--- config.mk ---
export PLATFORM = sky130hd
export DESIGN_NAME = cpbc_top
export DESIGN_NICKNAME = d
export VERILOG_FILES = /design/src/cpbc_pkg.sv /design/src/cpbc_top.sv /design/src/cpbc_tick.sv
export SDC_FILE = /design/constraint.sdc
export NUM_CORES = 1
export LEC_CHECK = 0
export BUFFER_PORTS_ARGS = -buffer_cell sky130_fd_sc_hd__buf_2
export CAP_MARGIN = 5
export CORE_MARGIN = 4
export CORE_UTILIZATION = 40
export DETAILED_ROUTE_END_ITERATION = 10
export PLACE_DENSITY_LB_ADDON = 0.2
export SYNTH_ARGS = -nofsm -noshare
export SYNTH_HDL_FRONTEND = slang
export SYNTH_SLANG_ARGS = --single-unit
export TNS_END_PERCENT = 30
--- constraint.sdc ---
create_clock -name sys_clk_i -period 10.95 [get_ports sys_clk_i]
set_clock_uncertainty 0.1 [all_clocks]
set_input_delay 1.6425 -clock sys_clk_i [delete_from_list [all_inputs] [get_ports sys_clk_i]]
set_output_delay 1.6425 -clock sys_clk_i [all_outputs]
set_load 0.01 [all_outputs]
--- src/cpbc_pkg.sv ---
// package: constants and carrier types for the clock, pll and boot control
// assumes a 250 MHz system clock and avalon-mm word access
package cpbc_pkg;
   // =========================================================
   // timing
   localparam int unsigned CPBC_CLK_MHZ = 250;
   localparam int unsigned CPBC_REF_MHZ = 100;
   localparam int unsigned CPBC_TICK_NS = 10;
   localparam int unsigned CPBC_TICK_CYC = (CPBC_TICK_NS * CPBC_CLK_MHZ) / 1000;
   localparam int unsigned CPBC_CLK_NS = 1000 / CPBC_CLK_MHZ;
   localparam int unsigned CPBC_RST_CLKS = 750000;
   localparam int unsigned CPBC_LINK_NS = 200;
   localparam int unsigned CPBC_LINK_CYC = (CPBC_LINK_NS * CPBC_CLK_MHZ) / 1000;
   localparam int unsigned CPBC_SPI_KHZ = 2500;
   localparam int unsigned CPBC_SPI_HALF =
      (CPBC_CLK_MHZ * 1000) / (2 * CPBC_SPI_KHZ);
   localparam int unsigned CPBC_STRAP_EDGES = 3;
   localparam int unsigned CPBC_SLOW_HZ = 31250;
   localparam int unsigned CPBC_SI_OSC_MHZ = 20;
   // =========================================================
   // register map (word byte addresses)
   localparam logic [3:0] CPBC_A_PLL = 4'h0;
   localparam logic [3:0] CPBC_A_STAT = 4'h4;
   localparam logic [3:0] CPBC_A_TIMER = 4'h8;
   localparam logic [3:0] CPBC_A_SEC = 4'hc;
   localparam logic [31:0] CPBC_UNMAPPED = 32'h0000_0000;
   localparam int unsigned CPBC_SEC_OTP_BIT = 5;
   // =========================================================
   // pll defaults per strap code
   localparam logic [1:0] CPBC_STRAP_00 = 2'h0;
   localparam logic [1:0] CPBC_STRAP_01 = 2'h1;
   localparam logic [1:0] CPBC_STRAP_10 = 2'h2;
   localparam logic [1:0] CPBC_STRAP_11 = 2'h3;
   localparam logic [11:0] CPBC_MUL_00 = 12'h07a;
   localparam logic [11:0] CPBC_MUL_11 = 12'h077;
   localparam logic [11:0] CPBC_MUL_10 = 12'h031;
   localparam logic [11:0] CPBC_MUL_01 = 12'h017;
   localparam logic [2:0] CPBC_OD_00 = 3'h0;
   localparam logic [2:0] CPBC_OD_DEF = 3'h2;
   localparam logic [5:0] CPBC_IN_DEF = 6'h00;

   typedef struct packed {
      logic [2:0] output_divide;
      logic [11:0] multiplier;
      logic [5:0] input_divide;
   } cpbc_pll_cfg_t;

   typedef enum logic [1:0] {
      CPBC_BOOT_SPI = 2'h0,
      CPBC_BOOT_LINK = 2'h1,
      CPBC_BOOT_OTP = 2'h2,
      CPBC_BOOT_NONE = 2'h3
   } cpbc_boot_src_t;

   typedef enum logic [4:0] {
      CPBC_S_RESET = 5'b00001,
      CPBC_S_WAIT = 5'b00010,
      CPBC_S_BOOT = 5'b00100,
      CPBC_S_LINKW = 5'b01000,
      CPBC_S_RUN = 5'b10000
   } cpbc_state_t;

   typedef struct packed {
      logic [3:0] spi_oe_n;
      logic [3:0] spi_out;
      logic pull_en;
      logic link_en;
      logic link16_oe_n;
      logic link17_oe_n;
      logic [3:0] link_pd_en;
   } cpbc_pins_t;
endpackage

--- src/cpbc_top.sv ---
// clock, pll ratio and reset-to-boot sequencing with avalon-mm registers
// assumes synchronous strap and pin inputs; analog clocks arrive as levels
//
// Overview of operation
// RL1 - grounded osc-select pin picks external resonator, open picks 20 MHz.
// RL2 - board resonator must lie between 5 and 100 MHz.
// RL3 - pll straps choose default multiplier, input and output divider.
// RL4 - tile clock is osc times (mul+1)/2 over (in+1) over (out+1).
// RL5 - software keeps divider fields and intermediate frequency within limits.
// RL6 - software may rewrite the pll fields through a register.
// RL7 - pll output clocks switch and tile, and sources the reference clock.
// RL8 - pll straps stay static until third clock edge after reset release.
// RL9 - processor timers are 32-bit, ticking every 10 ns from reference.
// RL10 - analog node runs directly on the selected oscillator.
// RL11 - separate 31,250 Hz oscillator keeps the real-time counter alive.
// RL12 - while reset pin low, all gpio stay high impedance.
// RL13 - about 750,000 clocks after release, pulls enable, then boot.
// RL14 - boot straps pick source; security bit 5 forces otp boot.
// RL15 - spi boot enables four pins and drives 2.5 MHz serial clock.
// RL16 - link boot enables second link about 200 ns after boot begins.
// RL17 - link boot drops pull-downs, drives 16 and 17 low, watches 19, 20.
// RL18 - link partner holds pins 19 and 20 low when link enables.
// RL19 - all ports attach to clock block 0 on reset.
// RL20 - boot strap to source mapping is a parameterised table.
//
// Implementation choices: the register addresses and the Avalon-MM interface to the registers.
`timescale 1ns/1ps
module cpbc_top import cpbc_pkg::*; #(
   parameter int unsigned RST_WAIT = CPBC_RST_CLKS,
   parameter logic [15:0] BOOT_MAP = 16'hfe94 // 8 codes x 2 bits
) (
   input wire logic sys_clk_i,
   input wire logic reset_n_i,
   input wire logic osc_ext_n_i,
   input wire logic pll_strap_low_i,
   input wire logic pll_strap_high_i,
   input wire logic [2:0] boot_strap_i,
   input wire logic slow_osc_i,
   input wire logic link_pin_19_i,
   input wire logic link_pin_20_i,
   input wire logic [3:0] avs_address,
   input wire logic avs_read,
   input wire logic avs_write,
   input wire logic [31:0] avs_writedata,
   output logic [31:0] avs_readdata,
   output logic avs_waitrequest,
   output logic osc_sel_ext_o,
   output logic analog_clk_sel_o,
   output logic rtc_slow_en_o,
   output cpbc_pll_cfg_t pll_cfg_o,
   output logic ref_tick_o,
   output logic [31:0] timer_o,
   output logic [1:0] port_clk_blk_o,
   output logic core_rst_n_o,
   output logic [1:0] boot_src_o,
   output logic pull_en_o,
   output logic [3:0] spi_boot_out_o,
   output logic [3:0] spi_boot_oe_n_o,
   output logic link_en_o,
   output logic link_pin_16_o,
   output logic link_pin_16_oe_n_o,
   output logic link_pin_17_o,
   output logic link_pin_17_oe_n_o,
   output logic [3:0] link_pd_en_o,
   output logic link_traffic_o
);
   // =========================================================
   // reset release
   logic [1:0] rsync_reg;
   logic rst_n;
   always_ff @(posedge sys_clk_i or negedge reset_n_i) begin
      if (!reset_n_i) begin
         rsync_reg <= 2'b00;
      end else begin
         rsync_reg <= {rsync_reg[0], 1'b1};
      end
   end
   assign rst_n = rsync_reg[1];

   // =========================================================
   // state
   typedef struct packed {
      cpbc_state_t fsm;
      logic [19:0] cnt;
      logic [1:0] edges;
      logic straps_taken;
      logic osc_ext;
      cpbc_pll_cfg_t pll;
      logic [31:0] sec;
      cpbc_boot_src_t src;
      cpbc_pins_t pins;
      logic [7:0] spi_div;
      logic ack;
      logic [31:0] rdata;
   } cpbc_st_t;
   cpbc_st_t st_reg;
   cpbc_st_t st_next;

   logic tick;
   logic [31:0] timer;

   cpbc_tick u_tick (
      .sys_clk_i(sys_clk_i),
      .rst_n_i(rst_n),
      .tick_o(tick),
      .timer_o(timer)
   );

   function automatic cpbc_pll_cfg_t strap_pll(input logic [1:0] s);
      cpbc_pll_cfg_t c;
      c.input_divide = CPBC_IN_DEF;
      c.output_divide = CPBC_OD_DEF;
      unique case (s)
         CPBC_STRAP_00: begin
            c.multiplier = CPBC_MUL_00;
            c.output_divide = CPBC_OD_00;
         end
         CPBC_STRAP_11: c.multiplier = CPBC_MUL_11;
         CPBC_STRAP_10: c.multiplier = CPBC_MUL_10;
         default: c.multiplier = CPBC_MUL_01;
      endcase
      return c;
   endfunction

   logic bus_req;
   assign bus_req = (avs_read | avs_write) & ~st_reg.ack;

   // =========================================================
   // next state
   always_comb begin
      logic [2:0] idx;
      idx = boot_strap_i;
      st_next = st_reg;
      st_next.ack = 1'b0;
      // straps sampled on the third edge after release
      if (!st_reg.straps_taken) begin
         if (st_reg.edges == 2'(CPBC_STRAP_EDGES - 1)) begin
            st_next.straps_taken = 1'b1;
            st_next.osc_ext = ~osc_ext_n_i; // [RL1]
            st_next.pll = strap_pll({pll_strap_high_i,
               pll_strap_low_i}); // [RL3] [RL8]
         end else begin
            st_next.edges = st_reg.edges + 2'h1;
         end
      end
      unique case (st_reg.fsm)
         CPBC_S_RESET: begin
            st_next.cnt = '0;
            st_next.fsm = CPBC_S_WAIT;
         end
         CPBC_S_WAIT: begin
            if (st_reg.cnt == 20'(RST_WAIT - 1)) begin
               st_next.pins.pull_en = 1'b1; // [RL13]
               st_next.cnt = '0;
               st_next.fsm = CPBC_S_BOOT;
            end else begin
               st_next.cnt = st_reg.cnt + 20'h00001;
            end
         end
         CPBC_S_BOOT: begin
            if (st_reg.sec[CPBC_SEC_OTP_BIT]) begin
               st_next.src = CPBC_BOOT_OTP; // [RL14]
            end else begin
               st_next.src = cpbc_boot_src_t'(BOOT_MAP[2*idx +: 2]); // [RL20]
            end
            st_next.fsm = CPBC_S_LINKW;
         end
         CPBC_S_LINKW: begin
            if (st_reg.src == CPBC_BOOT_SPI) begin
               st_next.pins.spi_oe_n = 4'h0; // [RL15]
               st_next.fsm = CPBC_S_RUN;
            end else if (st_reg.src == CPBC_BOOT_LINK) begin
               if (st_reg.cnt == 20'(CPBC_LINK_CYC - 1)) begin
                  st_next.pins.link_en = 1'b1; // [RL16]
                  st_next.pins.link_pd_en = 4'h0; // [RL17]
                  st_next.pins.link16_oe_n = 1'b0; // [RL17]
                  st_next.pins.link17_oe_n = 1'b0; // [RL17]
                  st_next.fsm = CPBC_S_RUN;
               end else begin
                  st_next.cnt = st_reg.cnt + 20'h00001;
               end
            end else begin
               st_next.fsm = CPBC_S_RUN;
            end
         end
         CPBC_S_RUN: begin
            // spi clock toggles at 2.5 MHz; pin a carries it
            if (st_reg.src == CPBC_BOOT_SPI) begin
               if (st_reg.spi_div == 8'(CPBC_SPI_HALF - 1)) begin
                  st_next.spi_div = 8'h00;
                  st_next.pins.spi_out[0] = ~st_reg.pins.spi_out[0]; // [RL15]
               end else begin
                  st_next.spi_div = st_reg.spi_div + 8'h01;
               end
            end
         end
         default: st_next.fsm = CPBC_S_RESET;
      endcase
      // =========================================================
      // register bus: one wait cycle, answer on the second edge
      if (bus_req) begin
         st_next.ack = 1'b1;
         st_next.rdata = CPBC_UNMAPPED;
         unique case (avs_address)
            CPBC_A_PLL: begin
               if (avs_write) begin
                  st_next.pll = cpbc_pll_cfg_t'(avs_writedata[20:0]); // [RL6]
               end
               st_next.rdata = {11'h000, st_reg.pll};
            end
            CPBC_A_STAT: st_next.rdata = {20'h00000,
               st_reg.fsm, st_reg.src, st_reg.osc_ext,
               st_reg.pins.link_en, st_reg.pins.pull_en, 1'b0, 1'b0};
            CPBC_A_TIMER: st_next.rdata = timer; // [RL9]
            CPBC_A_SEC: begin
               if (avs_write) begin
                  st_next.sec = avs_writedata;
               end
               st_next.rdata = st_reg.sec;
            end
            default: st_next.rdata = CPBC_UNMAPPED;
         endcase
      end
   end

   always_ff @(posedge sys_clk_i or negedge rst_n) begin
      if (!rst_n) begin
         st_reg <= '0;
         st_reg.fsm <= CPBC_S_RESET;
         st_reg.src <= CPBC_BOOT_NONE;
         st_reg.pll <= {CPBC_OD_00, CPBC_MUL_00, CPBC_IN_DEF};
         st_reg.pins.spi_oe_n <= 4'hf; // [RL12]
         st_reg.pins.link16_oe_n <= 1'b1; // [RL12]
         st_reg.pins.link17_oe_n <= 1'b1;
         st_reg.pins.link_pd_en <= 4'hf;
      end else begin
         st_reg <= st_next;
      end
   end

   // =========================================================
   // outputs; reset pin low forces pins to high impedance
   assign avs_waitrequest = (avs_read | avs_write) & ~st_reg.ack;
   assign avs_readdata = st_reg.rdata;
   assign osc_sel_ext_o = st_reg.osc_ext; // [RL1]
   assign analog_clk_sel_o = st_reg.osc_ext; // [RL10]
   assign rtc_slow_en_o = slow_osc_i; // [RL11]
   assign pll_cfg_o = st_reg.pll; // [RL4] [RL7]
   assign ref_tick_o = tick;
   assign timer_o = timer;
   assign port_clk_blk_o = 2'h0; // [RL19]
   assign core_rst_n_o = (st_reg.fsm == CPBC_S_RUN);
   assign boot_src_o = st_reg.src;
   assign pull_en_o = st_reg.pins.pull_en & reset_n_i; // [RL12]
   assign spi_boot_out_o = st_reg.pins.spi_out;
   assign spi_boot_oe_n_o = st_reg.pins.spi_oe_n | {4{~reset_n_i}};
   assign link_en_o = st_reg.pins.link_en;
   assign link_pin_16_o = 1'b0; // [RL17]
   assign link_pin_17_o = 1'b0;
   assign link_pin_16_oe_n_o = st_reg.pins.link16_oe_n | ~reset_n_i;
   assign link_pin_17_oe_n_o = st_reg.pins.link17_oe_n | ~reset_n_i;
   assign link_pd_en_o = st_reg.pins.link_pd_en & {4{reset_n_i}};
   // partner holds 19/20 low until traffic starts
   assign link_traffic_o = st_reg.pins.link_en &
      (link_pin_19_i | link_pin_20_i); // [RL17] [RL18]
endmodule // cpbc_top

--- src/cpbc_tick.sv ---
// reference tick divider and 32-bit processor timer
// assumes the pll-derived clock reaches it as sys_clk_i
`timescale 1ns/1ps
module cpbc_tick import cpbc_pkg::*; (
   input wire logic sys_clk_i,
   input wire logic rst_n_i,
   output logic tick_o,
   output logic [31:0] timer_o
);
   typedef struct packed {
      logic [7:0] div;
      logic tick;
      logic [31:0] timer;
   } cpbc_tick_st_t;
   cpbc_tick_st_t st_reg;
   cpbc_tick_st_t st_next;

   // =========================================================
   // divider
   always_comb begin
      st_next = st_reg;
      st_next.tick = 1'b0;
      // div carries the ns residue: the tick period is not a whole number
      // of clocks, so spacing alternates and the mean stays exact
      if (st_reg.div + 8'(CPBC_CLK_NS) >= 8'(CPBC_TICK_NS)) begin
         st_next.div = st_reg.div + 8'(CPBC_CLK_NS) - 8'(CPBC_TICK_NS);
         st_next.tick = 1'b1; // [RL9]
         st_next.timer = st_reg.timer + 32'h0000_0001; // [RL9]
      end else begin
         st_next.div = st_reg.div + 8'(CPBC_CLK_NS);
      end
   end

   always_ff @(posedge sys_clk_i or negedge rst_n_i) begin
      if (!rst_n_i) begin
         st_reg <= '0;
      end else begin
         st_reg <= st_next;
      end
   end

   assign tick_o = st_reg.tick;
   assign timer_o = st_reg.timer;
endmodule // cpbc_tick

==> metrics.csv <==
stage,metric,value,unit
sta,finalCritPeriodShare,41.7,%
clock_tree,ctsResizeCount,0,
logic_synthesis,synthCells,888,
logic_synthesis,yosysUniqueCellTypes,57,
route,drt_first_iter_violations,372,
global_route,grtUsageTotal,18.0,%
worst_setup_path,slowest_stage,or2_2,
global_route,antenna_found_initial,2,
sta,setup_viol,0,
sta,finalMaxSlewViolations,0,
pwr,combPwrFrac,8.8,%
global_route,grt_pass1_wl,34.8,mm
global_route,gr-usage-met1,24.7,%
global_route,met2_usage,28.3,%
placed_design,gp_congestion,0.796,
placed_design,dp_hpwl,15.4,mm
logic_synthesis,yosysSeqAreaShare,48.5,%
worst_setup_path,path_buf_inv,3,
pwr,p_leak,4.66,nW
clock_tree,clock_path_buffers,2,
pwr,p_sw,0.375,mW
clock_tree,cts_tree,built,
logic_synthesis,synthArstFlopShare,100,%
clock_tree,root_buffer,clkbuf_16,
logic_synthesis,synth_area_per_cell,10.0,µm²
route,antenna_left,0,
sta,slew-limit-headroom,23.8,%
worst_setup_path,cp-start-kind,input pin,
route,drt_wl_total,22.0,mm
floorplanning,die_w,157,µm
sta,tightest_slew,1.14,ns
logic_synthesis,synth_area,8890,µm²
global_route,grt_max_degree,70,
worst_setup_path,cp_top_family,simple AND/OR/NAND/NOR gates,
clock_tree,ctsHoldBuffers,0,
cells_and_area,area_growth,10.2,%
hold_path,min_path_type,flip-flop to flip-flop,
route,vias_per_cell,5.19,
pwr,swShare,25.5,%
cells_and_area,final_util,44.9,%
route,drc,0,
cells_and_area,layout-drive-gt1-share,26.7,%
sta,period_needed,4.57,ns
logic_synthesis,yosysWarnings,0,
route,wl_per_cell,17.9,µm
clock_tree,post-cts-setup-buffers,0,
sta,finalHoldViolCount,0,
worst_setup_path,cp-end-kind,output pin,
route,vias,6384,
logic_synthesis,synth-seq-cells,172,
route,firstDrtPassIters,4,
worst_setup_path,critPathRequiredTime,9.21,ns
sta,fin_setup_tns,0,ns
global_route,busiest_layer,met2,
cells_and_area,fin_area,9800,µm²
global_route,grt_pass1_vias,6270,
cells_and_area,fin_nets,1001,
pwr,clkPwrFrac,41.8,%
worst_setup_path,crit_chain,"buf_2, nor2_1, or2_2, inv_1, buf_2",
worst_setup_path,crit_path_max_incr_delay,0.62,ns
floorplanning,die_h,157,µm
logic_synthesis,yosys_most_used_dff,dfrtp_1,
pwr,power_density,150,nW/µm²
placed_design,portBuffers,153,
sta,holdWs,0.249,ns
logic_synthesis,synth_edf_count,0,
clock_tree,h-tree-depth,4,
pwr,power.internal,1.10,mW
sta,grt_setup_unrepaired,no,
worst_setup_path,cpMostUsedCell,buf_2,
global_route,grt_overflow,0,
clock_tree,clkSlewWorstSetupHoldPaths,0.06,ns
floorplanning,num_rows,54,
placed_design,place_area,9190,µm²
floorplanning,initial_core_util,40.8,%
pwr,pwr-share-seq,49.4,%
floorplanning,io_pins,163,
clock_tree,clk_latency,0.43,ns
status,status,"complete, no violations",
clock_tree,cts.sinks,172,
clock_tree,numCtsBuffers,17,
cells_and_area,largest_register_ffs,72,
cells_and_area,num-fill-cells,2146,
global_route,grt_use_met3,4.45,%
floorplanning,core,21800,µm²
pwr,vdd_ir_drop_max,0.0891,mV
floorplanning,die-area,24700,µm²
sta,fmax,219,MHz
worst_setup_path,arrival,2.82,ns
job,cap_violations,0,
worst_setup_path,path_max_fanout,33,
worst_setup_path,worstSetupPathType,input pin to output pin,
worst_setup_path,ff2ff_setup_slack,8.32,ns
cell usage in the layout (no fill, tap or decap), drive strengths merged, types with 19 or more instances in the layout:
cell / synthesis / final
a22o: 21 / 21
dfrtp: 162 / 162
nand3: 26 / 26
nor2: 37 / 37
xnor2: 41 / 41
clkbuf: 31 / 19
inv: 24 / 28
o21ai: 73 / 73
buf: 113 / 165
nand2: 97 / 97
mux2: 33 / 33
a21oi: 32 / 32
nand4: 19 / 19
worst register-to-register path, cell delays in order (launching register included):
cell	delay [ns]
dfrtp_1	0.41
ha_1	0.22
nand3_2	0.12
or2_0	0.26
or3_1	0.41
or3b_4	0.41
a21oi_4	0.46
nor2_1	0.11
synth_stat cells, drive strengths merged, types with 6 or more instances:
cell type    n  area (µm²)
a211oi       9        67.6
inv         24        90.1
and3        14        87.6
nor3         6        30.0
a21oi       32         171
nand2b       8        50.1
dfrtp      162        4050
o31ai        8        60.1
nor4         7        43.8
mux2        33         372
dfstp       10         263
xor2        10        87.6
a22o        21         184
nor2        37         139
and2        10        62.6
o21ai       73         365
ha          18         225
or3          7        43.8
a221oi      10        87.6
nand3       26         140
xnor2       41         359
clkbuf      31         116
a22oi       11        82.6
nand2       97         364
nand4       19         119
or2          6        37.5
buf        113         830
power by group through the flow:
| stage | sequential [mW] | clock, mW | combinational [mW] |
|---|---|---|---|
| finish | 0.728 | 0.616 | 0.129 |
| global route | 0.736 | 0.661 | 0.146 |
| CTS | 0.729 | 0.632 | 0.132 |
| floorplan | 0.733 | 0 | 0.106 |
| detailed placement | 0.741 | 0 | 0.132 |
| global placement | 0.740 | 0 | 0.129 |
area by class of cell:
class	count	area (µm²)	area share, %
flip-flops and latches	172	4320	44.1
multi-input cells	554	3570	36.5
repair buffers	165	856	8.73
clock buffers	19	443	4.52
well taps	280	350	3.58
clock inverters	13	160	1.63
inverters	24	90.1	0.919
diodes	2	5.00	0.0511
path summary, 6_finish.rpt:
kind,startpoint,endpoint,depth (start not counted)
setup reg to reg,st_reg[116],st_reg[132],7
setup / recovery,avs_write,avs_waitrequest,5
max in group asynchronous,rsync_reg[1],link_en_o,2
min in group asynchronous,rsync_reg[1],st_reg[35],0
hold / removal,rsync_reg[0],rsync_reg[1],0
hold reg to reg,rsync_reg[0],rsync_reg[1],0
layer usage:
metal  routed length, µm  share of wire (%)
met5                   0                  0
met4                 359                1.6
met3                1260                5.7
met2               10300                 47
met1               10000                 46
kinds of logic (layout without fill, tap and decap cells):
group	after synthesis	after routing	share of synthesized area, %
simple gates	261	261	14.8
compound gates	180	180	12.9
flops	172	172	48.5
buf+inv	168	221	11.6
xor+xnor	51	51	5.02
mux	36	36	4.52
fa+ha+maj	18	18	2.53
other cells	2	10	0.0844
per-stage QoR:
stage	std cells	power (mW)	worst slack, ns
global placement	1195	0.869	6.43
detailed placement	1195	0.873	6.38
CTS	1227	1.49	6.37
global route	1229	1.54	6.29
floorplan	894	0.839	5.72
finish	1229	1.47	6.38
Power figures use the tool's default switching activity.
